--- src/shared/swk_fd_pkg.sv ---
// Constants and types of the FD-tolerant selective wake decoder
package swk_fd_pkg;
   // Timing, in the units printed, and derived cycle counts at 125 MHz
   localparam int unsigned CLK_MHZ      = 125;
   localparam int unsigned T_SILENCE_MS = 600;
   localparam int unsigned SILENCE_CYC  = T_SILENCE_MS * CLK_MHZ * 1000;
   localparam int unsigned T_WAKE_US    = 100;
   localparam int unsigned WAKE_CYC     = T_WAKE_US * CLK_MHZ;
   localparam int unsigned T_BIT_MIN_NS = 1000;
   localparam int unsigned BIT_MIN_CYC  = (T_BIT_MIN_NS * CLK_MHZ + 999) / 1000;
   // Frame layout, in destuffed bit indices from start-of-frame
   localparam logic [3:0]  IDLE_BITS   = 4'h8;
   localparam logic [3:0]  EOF_BITS    = 4'h7;
   localparam logic [2:0]  STUFF_RUN   = 3'h5;
   localparam logic [6:0]  IDX_RTR     = 7'h0c;
   localparam logic [6:0]  IDX_IDE     = 7'h0d;
   localparam logic [6:0]  IDX_FDF_B   = 7'h0e;
   localparam logic [6:0]  IDX_RTR_E   = 7'h20;
   localparam logic [6:0]  IDX_FDF_E   = 7'h21;
   localparam logic [6:0]  DLC_OFS     = 7'h02;
   localparam logic [6:0]  DLC_BITS    = 7'h04;
   localparam logic [6:0]  CRC_BITS    = 7'h0f;
   localparam logic [3:0]  MAX_BYTES   = 4'h8;
   localparam logic [14:0] CRC_POLY    = 15'h4599;
   localparam logic [5:0]  CNT_OVF     = 6'h20;
   // Dominant filter thresholds as right shifts of the bit length, and the sample point scale
   localparam int unsigned FILT4_SHIFT  = 3;
   localparam int unsigned FILT10_SHIFT = 4;
   localparam int unsigned SP_SHIFT     = 6;
   // Register offsets
   localparam logic [3:0]  A_FD_CTRL   = 4'h0;
   localparam logic [3:0]  A_CDR1      = 4'h1;
   localparam logic [3:0]  A_CDR2      = 4'h2;
   localparam logic [3:0]  A_QUANTA    = 4'h3;
   localparam logic [3:0]  A_SP        = 4'h4;
   localparam logic [3:0]  A_LIM_HI    = 4'h5;
   localparam logic [3:0]  A_LIM_LO    = 4'h6;
   localparam logic [3:0]  A_STATUS    = 4'h7;
   localparam logic [3:0]  A_BITLEN    = 4'h8;
   // Field positions and reset values
   localparam int unsigned B_FDE       = 0;
   localparam int unsigned B_HOLD      = 1;
   localparam int unsigned B_FILT      = 2;
   localparam int unsigned B_CDR       = 0;
   localparam logic [15:0] RST_QUANTA  = 16'h00fa;
   localparam logic [15:0] RST_LIM_HI  = 16'h0104;
   localparam logic [15:0] RST_LIM_LO  = 16'h00f0;
   localparam logic [5:0]  RST_SP      = 6'h33;
   typedef enum logic [2:0] {
      ST_IDLE = 3'b001,
      ST_RX   = 3'b010,
      ST_SKIP = 3'b100
   } dec_state_t;
endpackage : swk_fd_pkg

--- src/rtl/fd_tolerant_selective_wake_decoder.sv ---
// Selective wake frame decoder with FD tolerance and clock recovery
`timescale 1ns/100ps
module fd_tolerant_selective_wake_decoder
   import swk_fd_pkg::*;
#(
   parameter int unsigned QW             = 16,
   parameter int unsigned SILENCE_CYCLES = SILENCE_CYC
) (
   input  wire logic        sys_clk_i,
   input  wire logic        reset_n_i,
   input  wire logic [3:0]  addr_i,
   input  wire logic [15:0] wr_data_i,
   input  wire logic        wr_i,
   input  wire logic        rd_i,
   output logic      [15:0] rd_data_o,
   input  wire logic        rx_i,
   input  wire logic        frame_match_i,
   output logic             wake_o,
   output logic             fd_skip_o
);
   localparam int unsigned SW = $clog2(SILENCE_CYCLES + 1);

   // Quanta must fit the data bus and hold a 1 us bit at full clock
   if (QW > 16 || (1 << QW) <= BIT_MIN_CYC) begin : g_chk
      $error("QW out of range");
   end

   logic             fde, hold, filt, clock_recovery_enable, fde_act, filt_act;
   logic [1:0]       clk_sel;
   logic [5:0]       sp, sp_act, err_cnt;
   logic [QW-1:0]    quanta, lim_hi, lim_lo, bit_len, bit_tmr, last_q;
   logic [QW-1:0]    next_len, dom_run, skip_tmr, thr;
   logic [QW+5:0]    sp_prod;
   logic [2:0]       presc, same_cnt;
   logic [3:0]       idle_cnt, skip_bits, dlc, nbytes;
   logic [6:0]       idx, fdf_idx, dlc_start, crc_end;
   logic [14:0]      crc;
   logic [SW-1:0]    sil_cnt;
   logic [15:0]      rd_word;
   logic             tick, rx_q, edge_fall, sample, rx_smp, last_bit, ide, rtr;
   logic             stuff_bit, stuff_err, fdf_hit, fd_seen, at_delim;
   logic             ok_classic, ok_fd, bad, sof, dom_hit, adj, lim_hit, silence_exp;
   dec_state_t       state;

   function automatic logic [2:0] sel_mask(input logic [1:0] s);
      case (s)
         2'h0:    return 3'h0;
         2'h1:    return 3'h1;
         2'h2:    return 3'h3;
         default: return 3'h7;
      endcase
   endfunction : sel_mask

   function automatic logic [14:0] crc_next(input logic [14:0] c, input logic b);
      return {c[13:0], 1'b0} ^ ((b ^ c[14]) ? CRC_POLY : 15'h0000);
   endfunction : crc_next

   function automatic logic [5:0] cnt_dec(input logic [5:0] c);
      return (c == 6'h00) ? c : c - 6'h01;
   endfunction : cnt_dec

   // Host writes; a write to A_FD_CTRL in the expiry cycle wins over the auto clear
   always_ff @(posedge sys_clk_i or negedge reset_n_i) begin
      if (!reset_n_i) begin
         fde     <= 1'b0;
         hold    <= 1'b0;
         filt    <= 1'b0;
         clock_recovery_enable  <= 1'b0;
         clk_sel <= 2'h0;
         quanta  <= RST_QUANTA[QW-1:0];
         sp      <= RST_SP;
         lim_hi  <= RST_LIM_HI[QW-1:0];
         lim_lo  <= RST_LIM_LO[QW-1:0];
      end else begin
         if (silence_exp) begin
            hold <= 1'b0;
         end
         if (wr_i) begin
            case (addr_i)
               A_FD_CTRL: begin
                  fde  <= wr_data_i[B_FDE];
                  hold <= wr_data_i[B_HOLD];
                  filt <= wr_data_i[B_FILT];
               end
               A_CDR1:   clock_recovery_enable  <= wr_data_i[B_CDR];
               A_CDR2:   clk_sel <= wr_data_i[1:0];
               A_QUANTA: quanta  <= wr_data_i[QW-1:0];
               A_SP:     sp      <= wr_data_i[5:0];
               A_LIM_HI: lim_hi  <= wr_data_i[QW-1:0];
               A_LIM_LO: lim_lo  <= wr_data_i[QW-1:0];
               default: ;
            endcase
         end
      end
   end

   // Read mux; unmapped offsets read zero
   always_comb begin
      rd_word = 16'h0000;
      case (addr_i)
         A_FD_CTRL: rd_word[2:0] = {filt, hold, fde};
         A_CDR1:    rd_word[0] = clock_recovery_enable;
         A_CDR2:    rd_word[1:0] = clk_sel;
         A_QUANTA:  rd_word[QW-1:0] = quanta;
         A_SP:      rd_word[5:0] = sp;
         A_LIM_HI:  rd_word[QW-1:0] = lim_hi;
         A_LIM_LO:  rd_word[QW-1:0] = lim_lo;
         A_STATUS:  rd_word[7:0] = {state == ST_SKIP, idle_cnt >= IDLE_BITS, err_cnt};
         A_BITLEN:  rd_word[QW-1:0] = bit_len;
         default: ;
      endcase
   end

   // Read data stands only in the cycle after the strobe
   always_ff @(posedge sys_clk_i or negedge reset_n_i) begin
      if (!reset_n_i) begin
         rd_data_o <= 16'h0000;
      end else begin
         rd_data_o <= rd_i ? rd_word : 16'h0000;
      end
   end

   // Quanta tick from the recovery clock select divider
   always_ff @(posedge sys_clk_i or negedge reset_n_i) begin
      if (!reset_n_i) begin
         presc <= 3'h0;
         rx_q  <= 1'b1;
      end else begin
         presc <= presc + 3'h1;
         if (tick) begin
            rx_q <= rx_i;
         end
      end
   end

   assign tick      = ((presc | ~sel_mask(clk_sel)) == 3'h7);
   assign edge_fall = tick & rx_q & ~rx_i;
   assign last_q    = bit_len - 1'b1;
   assign sp_prod   = bit_len * sp_act;
   assign sample    = tick && !edge_fall && (bit_tmr == sp_prod[QW+5:SP_SHIFT]);

   // Bit timer; every falling edge hard-syncs, so 1 us bits stay aligned
   always_ff @(posedge sys_clk_i or negedge reset_n_i) begin
      if (!reset_n_i) begin
         bit_tmr <= '0;
      end else if (edge_fall) begin
         bit_tmr <= '0;
      end else if (tick) begin
         bit_tmr <= (bit_tmr >= last_q) ? '0 : bit_tmr + 1'b1;
      end
   end

   // Late edge stretches the bit, early edge shortens it
   always_comb begin
      next_len = (bit_tmr < (bit_len >> 1)) ? bit_len + 1'b1 : bit_len - 1'b1;
      adj      = clock_recovery_enable && edge_fall && state == ST_RX && bit_tmr != '0;
      lim_hit  = adj && (next_len > lim_hi || next_len < lim_lo);
   end

   // Clock recovery; off, the bit length tracks the programmed quanta
   always_ff @(posedge sys_clk_i or negedge reset_n_i) begin
      if (!reset_n_i) begin
         bit_len <= RST_QUANTA[QW-1:0];
      end else if (!clock_recovery_enable || lim_hit) begin
         bit_len <= quanta;
      end else if (adj) begin
         bit_len <= next_len;
      end
   end

   // Frame field positions and decoder events
   always_comb begin
      fdf_idx    = ide ? IDX_FDF_E : IDX_FDF_B;
      dlc_start  = fdf_idx + DLC_OFS;
      nbytes     = rtr ? 4'h0 : ((dlc > MAX_BYTES) ? MAX_BYTES : dlc);
      crc_end    = dlc_start + DLC_BITS + {nbytes, 3'b000} + CRC_BITS;
      sof        = state == ST_IDLE && sample && !rx_i && idle_cnt >= IDLE_BITS;
      rx_smp     = state == ST_RX && sample;
      stuff_bit  = idx <= crc_end && same_cnt == STUFF_RUN; // Stuff may follow last CRC bit
      stuff_err  = rx_smp && stuff_bit && rx_i == last_bit;
      fdf_hit    = rx_smp && !stuff_bit && idx == fdf_idx && rx_i;
      fd_seen    = fdf_hit && !fde_act;
      at_delim   = rx_smp && !stuff_bit && idx == crc_end;
      ok_classic = at_delim && rx_i && crc == 15'h0000;
      bad        = stuff_err || (at_delim && !(rx_i && crc == 15'h0000));
      ok_fd      = state == ST_SKIP && skip_bits == EOF_BITS;
      thr        = filt_act ? (bit_len >> FILT10_SHIFT) : (bit_len >> FILT4_SHIFT);
      dom_hit    = !rx_i && dom_run == thr;
   end

   // Decoder state; checks only run in the receive state
   always_ff @(posedge sys_clk_i or negedge reset_n_i) begin
      if (!reset_n_i) begin
         state <= ST_IDLE;
      end else begin
         unique case (state)
            ST_IDLE: if (sof) state <= ST_RX;
            ST_RX: begin
               if (fdf_hit && fde_act) begin
                  state <= ST_SKIP;
               end else if (fd_seen || bad || ok_classic) begin
                  state <= ST_IDLE;
               end
            end
            ST_SKIP: if (ok_fd) state <= ST_IDLE;
            default: state <= ST_IDLE;
         endcase
      end
   end

   // Recessive run before SOF; an FD end leaves the decoder ready
   always_ff @(posedge sys_clk_i or negedge reset_n_i) begin
      if (!reset_n_i) begin
         idle_cnt <= 4'h0;
      end else if (ok_fd) begin
         idle_cnt <= IDLE_BITS;
      end else if (state != ST_IDLE) begin
         idle_cnt <= 4'h0;
      end else if (sample) begin
         idle_cnt <= !rx_i ? 4'h0 : (idle_cnt >= IDLE_BITS) ? idle_cnt : idle_cnt + 4'h1;
      end
   end

   // Destuffing, field capture and CRC; settings latched at SOF
   always_ff @(posedge sys_clk_i or negedge reset_n_i) begin
      if (!reset_n_i) begin
         idx      <= 7'h00;
         same_cnt <= 3'h0;
         last_bit <= 1'b1;
         ide      <= 1'b0;
         rtr      <= 1'b0;
         dlc      <= 4'h0;
         crc      <= 15'h0000;
         fde_act  <= 1'b0;
         filt_act <= 1'b0;
         sp_act   <= RST_SP;
      end else if (sof) begin
         idx      <= 7'h01;
         same_cnt <= 3'h1;
         last_bit <= 1'b0;
         ide      <= 1'b0;
         rtr      <= 1'b0;
         dlc      <= 4'h0;
         crc      <= 15'h0000;
         fde_act  <= fde;
         filt_act <= filt;
         sp_act   <= sp;
      end else if (rx_smp) begin
         last_bit <= rx_i;
         if (stuff_bit) begin
            same_cnt <= 3'h1;
         end else begin
            idx      <= idx + 7'h01;
            same_cnt <= (rx_i == last_bit) ? same_cnt + 3'h1 : 3'h1;
            if (idx < crc_end) begin
               crc <= crc_next(crc, rx_i);
            end
            if (idx == IDX_RTR || (ide && idx == IDX_RTR_E)) begin
               rtr <= rx_i;
            end
            if (idx == IDX_IDE) begin
               ide <= rx_i;
            end
            if (idx >= dlc_start && idx < dlc_start + DLC_BITS) begin
               dlc <= {dlc[2:0], rx_i};
            end
         end
      end
   end

   // FD skip: filtered dominant bits restart the end-of-frame count
   always_ff @(posedge sys_clk_i or negedge reset_n_i) begin
      if (!reset_n_i) begin
         dom_run   <= '0;
         skip_tmr  <= '0;
         skip_bits <= 4'h0;
      end else if (state != ST_SKIP) begin
         dom_run   <= '0;
         skip_tmr  <= '0;
         skip_bits <= 4'h0;
      end else if (tick) begin
         dom_run <= (rx_i || &dom_run) ? (rx_i ? '0 : dom_run) : dom_run + 1'b1;
         if (dom_hit) begin
            skip_tmr  <= '0;
            skip_bits <= 4'h0;
         end else if (skip_tmr == last_q) begin
            skip_tmr  <= '0;
            skip_bits <= skip_bits + 4'h1;
         end else begin
            skip_tmr <= skip_tmr + 1'b1;
         end
      end
   end

   // Wake error counter, saturating at overflow
   always_ff @(posedge sys_clk_i or negedge reset_n_i) begin
      if (!reset_n_i) begin
         err_cnt <= 6'h00;
      end else if (fde && hold) begin
         err_cnt <= 6'h00;
      end else if (!fde) begin
         if ((fd_seen || bad) && err_cnt != CNT_OVF) begin
            err_cnt <= err_cnt + 6'h01;
         end else if (ok_classic) begin
            err_cnt <= cnt_dec(err_cnt);
         end
      end else if (ok_classic || ok_fd) begin
         err_cnt <= cnt_dec(err_cnt);
      end
   end

   // Bus silence timer; expires once per recessive stretch
   always_ff @(posedge sys_clk_i or negedge reset_n_i) begin
      if (!reset_n_i) begin
         sil_cnt <= '0;
      end else if (!rx_i) begin
         sil_cnt <= '0;
      end else if (sil_cnt != SW'(SILENCE_CYCLES)) begin
         sil_cnt <= sil_cnt + 1'b1;
      end
   end
   assign silence_exp = rx_i && sil_cnt == SW'(SILENCE_CYCLES - 1);

   // Wake only on good classic frames, one cycle after the delimiter
   always_ff @(posedge sys_clk_i or negedge reset_n_i) begin
      if (!reset_n_i) begin
         wake_o    <= 1'b0;
         fd_skip_o <= 1'b0;
      end else begin
         wake_o    <= ok_classic && frame_match_i;
         fd_skip_o <= state == ST_SKIP;
      end
   end
endmodule : fd_tolerant_selective_wake_decoder

--- config.mk ---
export PLATFORM = sky130hd
export DESIGN_NAME = fd_tolerant_selective_wake_decoder
export DESIGN_NICKNAME = d
export VERILOG_FILES = /design/src/shared/swk_fd_pkg.sv /design/src/rtl/fd_tolerant_selective_wake_decoder.sv
export SDC_FILE = /design/constraint.sdc
export NUM_CORES = 1
export LEC_CHECK = 0
export BUFFER_PORTS_ARGS = -buffer_cell sky130_fd_sc_hd__buf_2
export CAP_MARGIN = 0
export CORE_ASPECT_RATIO = 0.7
export CORE_MARGIN = 2
export CORE_UTILIZATION = 58
export CTS_CLUSTER_DIAMETER = 80
export CTS_CLUSTER_SIZE = 28
export DETAILED_ROUTE_END_ITERATION = 16
export GPL_TIMING_DRIVEN = 0
export PLACE_DENSITY_LB_ADDON = 0.1
export SETUP_SLACK_MARGIN = 0.02
export SLEW_MARGIN = 20
export SYNTH_ARGS = -nofsm -noshare
export SYNTH_HDL_FRONTEND = slang
export SYNTH_SLANG_ARGS = --single-unit
--- constraint.sdc ---
create_clock -name sys_clk_i -period 5.43 [get_ports sys_clk_i]
set_input_delay 1.086 -clock sys_clk_i [delete_from_list [all_inputs] [get_ports sys_clk_i]]
set_output_delay 1.086 -clock sys_clk_i [all_outputs]
set_load 0.05 [all_outputs]
Yosys cells after proc, flatten, opt, wreduce, memory -nomap -nowiden
Index checks and enable logic that the tools add are counted.
{"block": "totals", "regBits": 230, "latch_bits": 0, "mem_bits_rw": 0, "rom_bits": 0, "elab_cells": 262, "mem_count": 0}
{"block": "classes", "n_addsub": 17, "multipliers": 1, "div": 0, "magnitude_cmp": 10, "n_eq_ne": 38, "shifts": 0, "mux": 77, "n_bitwise": 7, "reduce_logical": 79}
{"cell": "$mux 16", "n": 15}
{"cell": "$mux 15", "n": 5}
{"cell": "$add 16x1->16 const B", "n": 4}
{"cell": "$mux 4", "n": 15}
{"cell": "$mux 27", "n": 2}
{"cell": "$mux 6", "n": 7}
{"cell": "$eq 16x16->1", "n": 2}
{"cell": "$pmux 8 s4", "n": 1}
{"cell": "$logic_and 1x1->1", "n": 31}
{"cell": "$add 27x1->27 const B", "n": 1}
{"cell": "$eq 27x27->1 const B", "n": 1}
{"cell": "$ne 27x27->1 const B", "n": 1}
{"cell": "$mux 3", "n": 8}
{"cell": "$reduce_and 2->1", "n": 12}
{"cell": "$mul 16x6->22", "n": 1}
{"cell": "$mux 7", "n": 3}
{"cell": "$eq 4x3->1 const B", "n": 5}
{"cell": "$pmux 3 s3", "n": 2}
{"cell": "$pmux 3 s6", "n": 1}
{"cell": "$eq 16x13->1", "n": 1}
{"cell": "$ge 16x16->1", "n": 1}
{"cell": "$gt 16x16->1", "n": 1}
{"cell": "$lt 16x15->1", "n": 1}
{"cell": "$lt 16x16->1", "n": 1}
{"cell": "58 further kinds", "n": 107}

Depth between registers and ports, before layout
{"block": "logic_depth", "ltp_word": 20, "mapped_depth": 25, "depth_no_buf": 21}

Worst setup path after synthesis
No wires, ideal clock.
{"block": "synth_timing", "kind": "register -> register", "start": "register bit_len[6]", "end": "register crc[8]", "arrival_time_ns": 5.876, "path_slack_ns": -0.578, "stages_incl_launch_ff": 21, "n_path_buf": 4, "synth_period_minus_slack_ns": 6.008, "path_cell_list": "dfstp_2 clkbuf_1 buf_1 nand2_1 fa_1 fa_1 fa_1 inv_1 ha_1 clkbuf_1 nand2_1 or4_1 and3_1 mux2_2 nand4_1 or4_4 nor4_4 nand3_4 buf_2 mux2i_1 nor2_1"}
{"block": "synth_between", "elab_chain_cells": 8}
{"item": "start, declared", "line": "fd_tolerant_selective_wake_decoder.sv:31", "text": "logic [QW-1:0] quanta, lim_hi, lim_lo, bit_len, bit_tmr, last_q;"}
{"item": "start signal, assigned", "line": "fd_tolerant_selective_wake_decoder.sv:163", "text": "bit_len <= RST_QUANTA[QW-1:0];"}
{"item": "start signal, assigned", "line": "fd_tolerant_selective_wake_decoder.sv:165", "text": "bit_len <= quanta;"}
{"item": "start signal, assigned", "line": "fd_tolerant_selective_wake_decoder.sv:167", "text": "bit_len <= next_len;"}
{"item": "$mul 16x6->22 *", "line": "fd_tolerant_selective_wake_decoder.sv:139", "text": "assign sp_prod = bit_len * sp_act;"}
{"item": "$eq 16x16->1 *", "line": "fd_tolerant_selective_wake_decoder.sv:140", "text": "assign sample = tick && !edge_fall && (bit_tmr == sp_prod[QW+5:SP_SHIFT]);"}
{"item": "$logic_and 1x1->1 *", "line": "fd_tolerant_selective_wake_decoder.sv:140"}
{"item": "$logic_and 1x1->1 (3 in series)", "line": "fd_tolerant_selective_wake_decoder.sv:177", "text": "sof = state == ST_IDLE && sample && !rx_i && idle_cnt >= IDLE_BITS;"}
{"item": "$ne 2x1->1 (no line) or $reduce_bool 2->1 (tied branches)"}
{"item": "$reduce_and 3->1 (no line)"}
{"item": "end signal, assigned", "line": "fd_tolerant_selective_wake_decoder.sv:256", "text": "crc <= crc_next(crc, rx_i);"}
{"item": "end, declared", "line": "fd_tolerant_selective_wake_decoder.sv:37", "text": "logic [14:0] crc;"}
Every way passes the cells marked *; elsewhere a longest branch is shown, timed or not.
A chain may end at the register's enable or synchronous reset.

Final worst setup path
{"block": "layout_timing", "start": "register sp_act[0]", "end": "register err_cnt[3]"}
{"block": "layout_between", "elab_chain_cells": 13}
{"item": "start, declared", "line": "fd_tolerant_selective_wake_decoder.sv:30", "text": "logic [5:0] sp, sp_act, err_cnt;"}
{"item": "start signal, assigned", "line": "fd_tolerant_selective_wake_decoder.sv:247", "text": "sp_act <= sp;"}
{"item": "$mul 16x6->22 *", "line": "fd_tolerant_selective_wake_decoder.sv:139"}
{"item": "$eq 16x16->1 *", "line": "fd_tolerant_selective_wake_decoder.sv:140"}
{"item": "$logic_and 1x1->1 *", "line": "fd_tolerant_selective_wake_decoder.sv:140"}
{"item": "$logic_and 1x1->1 *", "line": "fd_tolerant_selective_wake_decoder.sv:178", "text": "rx_smp = state == ST_RX && sample;"}
{"item": "$logic_and 1x1->1", "line": "fd_tolerant_selective_wake_decoder.sv:181, fd_tolerant_selective_wake_decoder.sv:183"}
{"item": "$logic_and 1x1->1 (on tied branches)", "line": "fd_tolerant_selective_wake_decoder.sv:181, fd_tolerant_selective_wake_decoder.sv:183"}
{"item": "$logic_and 1x1->1 (on tied branches)", "line": "fd_tolerant_selective_wake_decoder.sv:181, fd_tolerant_selective_wake_decoder.sv:185"}
{"item": "$logic_and 1x1->1 or $logic_or 1x1->1 (tied branches)", "line": "fd_tolerant_selective_wake_decoder.sv:182, fd_tolerant_selective_wake_decoder.sv:185"}
{"item": "$logic_or 1x1->1", "line": "fd_tolerant_selective_wake_decoder.sv:302", "text": "if ((fd_seen || bad) && err_cnt != CNT_OVF) begin"}
{"item": "$logic_and 1x1->1", "line": "fd_tolerant_selective_wake_decoder.sv:302"}
{"item": "$mux 6", "line": "fd_tolerant_selective_wake_decoder.sv:302"}
{"item": "$mux 6", "line": "fd_tolerant_selective_wake_decoder.sv:301", "text": "end else if (!fde) begin"}
{"item": "$mux 6", "line": "fd_tolerant_selective_wake_decoder.sv:299", "text": "end else if (fde && hold) begin"}
{"item": "end signal, assigned", "line": "fd_tolerant_selective_wake_decoder.sv:303", "text": "err_cnt <= err_cnt + 6'h01;"}
{"item": "end signal, assigned", "line": "fd_tolerant_selective_wake_decoder.sv:305", "text": "err_cnt <= cnt_dec(err_cnt);"}
{"item": "end signal, assigned", "line": "fd_tolerant_selective_wake_decoder.sv:308", "text": "err_cnt <= cnt_dec(err_cnt);"}
{"item": "end, declared", "line": "fd_tolerant_selective_wake_decoder.sv:30"}
Marked as above.

==> summary.txt <==
Status
  • Outcome: finished, violations left
  • Failing checks: negative setup slack

Timing
  • Setup ws final: -0.209 ns
  • Final Setup Violations: 52
  • Final Critical Period: 5.64 ns
  • Setup TNS: -6.52 ns
  • Fin crit share: 104%
  • RSZ-0062 raised after global routing: yes
  • Relative slew slack: ~28%
  • Final setup skew: 0.0303 ns
  • Max-slew violations: 0
  • Worst-margin pin slew: 1.07 ns
  • Max Clock Freq: 0.177 GHz
  • Hold Fails Final Rpt: 0

Synthesis
  • Ys flop type: dfrtp_1
  • Post-synthesis compound-gate area fraction: 13.7%
  • Avg Synthesized Cell Area: 9.03 um^2
  • Post-Synth Adder-Cell Area: 15.0%
  • Synthesized area: 17,800 um^2
  • Seq cells post-synth: 230
  • Post-Synthesis Cells: 1,970
  • Synth Area in Simple Gates: 18.9%
  • Largest family of logic cells by synthesized area: simple AND/OR/NAND/NOR gates
  • Yosys cell types: 79
  • YS warnings: 0
  • Post-Synth XOR/XNOR Area: 7.46%
  • Number of synthesized flops with an enable pin: 0
  • Post-synth top area share: 28.3%
  • Syn_nets: 2,175
  • Multiplexer fraction of the synthesized cell area: 7.39%
  • Most area-consuming cells after synthesis: dfrtp_1 (28%), ha_1 (8.7%), fa_1 (6.3%)
  • Post-synthesis sequential area ratio: 32.6%
  • Yosys top cell by area: dfrtp_1
  • Ys async rst share: 100%

Detailed routing
  • Initial DRC Count: 1,808
  • Via density: around 6.3
  • DR vias: roughly 16k
  • DR WL/cell: approximately 22 um
  • Final WL: 55,400 um
  • Drt first pass iters: 5
  • ANT nets after route: 0
  • DRC: 0

Global route
  • Total GRT Usage: 34.0%
  • Initial antenna violation count: 0
  • Pin count of the biggest net entering global routing: 96
  • Vias in the first global route: 15.0k
  • First-pass GRT wire length: 84,700 um
  • GRT overflow: 0

Layout
  • Area grow syn2layout: 20.5%
  • Leading cell type in the layout, fill and taps excluded: dfrtp_1
  • Final net count: 2,330
  • Share of cells above drive strength 1: 23.4%
  • Most frequent cells in the layout: dfrtp_1 (188), nand2_1 (185), nor2_1 (154)
  • Final Non-Filler Cells: approximately 2.5k
  • ANT cells: 0
  • Final core utilization: a little under three quarters

Placed design
  • I/O Buffers: 40
  • Dpl cells: 2,425
  • Setup WS pre-CTS: -1.48 ns
  • Final HPWL DP: just under 40,000 um
  • RePlAce Congestion: ~0.96

Hold path
  • Hold path depth: 1
  • Hold path startpoint: presc[2]$_DFF_PN0_
  • Worst Hold End: presc[2]$_DFF_PN0_
  • Tightest Hold Check Type: register to register

Critical path
  • Critical Path Fanout Max: 5
  • Critical Path AT: 6.05 ns
  • R2R cell count: 21
  • Worst reg2reg setup slack: -0.21 ns
  • Critical Path RT: 5.85 ns
  • Worst Setup End Kind: register
  • Crit Reg-Reg Endpoint: err_cnt[3]$_DFFE_PN0P_
  • Worst r2r src: sp_act[0]$_DFFE_PN1P_
  • CP Launch Type: register
  • Worst Path Class, Setup: register to register

CTS
  • Clock Tree Root: clkbuf_16
  • Worst-path clk slew: 0.12 ns
  • CTS Buf Count: 13
  • Clock sinks: 230
  • Htree depth: 1
  • Clk Latency, worst-skew pair: 0.53 ns
  • CTS tree: done
  • Clock Tree Buf Depth: 3

Die
  • Ports: 44
  • Die span in y: 151 um
  • Core area: 30,100 um^2
  • Row count: 53
  • Initial core utilization: 59.1%
  • Die area: 32,100 um^2
  • Die boundary width: 213 um

Flow run
  • Max-Cap Viols: 0

Pwr
  • PD cells: around 310 nW/um^2
  • Pleak: 9.48 nW
  • Final Power: roughly 6.6 mW
  • Peak VDD IR: 0.000226 V
-- per-stage QoR --
stage | instance area, um^2 | hold WS [ns]
5_1_grt | 21400 | 0.501
2_1_floorplan | 18100 | 0.411
3_3_place_gp | 18800 | 0.437
6_report | 21400 | 0.470
4_1_cts | 20700 | 0.475
3_5_place_dp | 18900 | 0.461
-- power breakdown --
group | internal, mW | leakage [nW] | switching (mW)
Sequential | 1.97 | 2.98 | 0.260
Combinational | 1.41 | 6.31 | 1.84
Clock | 0.486 | 0.198 | 0.661
-- cell usage after synthesis, types with 27 or more instances --
library cell    n
a21o_1         30
a21oi_1        87
a22oi_1        36
a31oi_1        27
and2_1         31
clkbuf_1       91
dfrtp_1       201
dfstp_2        29
fa_1           56
ha_1          123
inv_1         128
mux2_2         67
mux2i_1        56
nand2_1       225
nand3_1        66
nand4_1        42
nor2_1        158
nor3_1         28
o21ai_0        77
xnor2_1        74
xor2_1         62
-- routing by layer --
layer / wire (um) / share of wire [%] / GRT usage (%)
met5: 0 / 0 / 0
met4: 1670 / 3.0 / 8.09
met3: 5970 / 11 / 6.78
met2: 23000 / 42 / 48.9
met1: 24800 / 45 / 52.4
-- state kept, by name (all words and copies together) (netlist names), 3 cells and up --
| signal | cells |
|---|---|
| lim_hi | 16 |
| sp_act | 6 |
| idx | 7 |
| quanta | 16 |
| crc | 15 |
| err_cnt | 6 |
| dlc | 4 |
| state | 3 |
| lim_lo | 16 |
| bit_len | 16 |
| bit_tmr | 16 |
| skip_tmr | 16 |
| presc | 3 |
| sil_cnt | 27 |
| idle_cnt | 4 |
| dom_run | 16 |
| skip_bits | 4 |
| sp | 6 |
| same_cnt | 3 |
| rd_data_o | 16 |
-- worst max path at each step --
stage,start,endpoint,slack [ns],cells after the start
detailed placement,bit_len[0]$_DFFE_PN0P_,sp_act[3]$_DFFE_PN0P_,-1.48,19
finish,sp_act[0]$_DFFE_PN1P_,err_cnt[3]$_DFFE_PN0P_,-0.21,21
CTS,bit_len[5]$_DFFE_PN1P_,err_cnt[3]$_DFFE_PN0P_,-0.17,23
global route,bit_len[1]$_DFFE_PN1P_,err_cnt[3]$_DFFE_PN0P_,-0.41,20
floorplan,bit_len[7]$_DFFE_PN1P_,crc[9]$_DFFE_PN0P_,-0.13,20
global placement,bit_len[0]$_DFFE_PN0P_,filt_act$_DFFE_PN0P_,-1.42,19
-- cell families (layout without fill, tap and decap cells) --
logic type | count (synthesis) | in the layout
muxes | 123 | 123
adders and majority gates | 179 | 179
and+or+nand+nor | 687 | 687
AOI/OAI and AO/OA | 375 | 375
DFF | 230 | 230
buffers and inverters | 234 | 396
xor gates and xnor gates | 142 | 142
-- area by class of cell --
class / instances / area (um^2)
clock buffer: 17 / 350
tap: 412 / 515
fill: 2278 / 8670
timing repair buffer: 161 / 1390
buffer: 84 / 708
multi-input combinational: 1506 / 12100
sequential: 230 / 5810
clock inverter: 5 / 71.3
inverter: 129 / 487
-- worst max-delay path, cell delays in order, from the launching register on --
cell	delay, ns
dfstp_2	0.60
clkbuf_16	0.16
buf_4	0.11
nand2_4	0.04
fa_1	0.47
fa_2	0.49
fa_1	0.58
inv_2	0.06
ha_4	0.27
buf_8	0.12
nand3_4	0.07
or4_4	0.43
and3_4	0.20
mux2_4	0.19
nand4_1	0.08
or4_4	0.61
nor4_4	0.22
buf_4	0.19
buf_6	0.14
mux2_4	0.31
a21oi_2	0.11
o22ai_1	0.08
-- timing repair --
item                                    CTS  global route
pin swaps                                75            67
cloned                                    6             2
resized for setup                       200           130
hold buffers                              0             0
endpoints found under the hold margin     0             0
setup buffers                            67            46
endpoints found under the setup margin   71            79
Power figures use the tool's default switching activity.
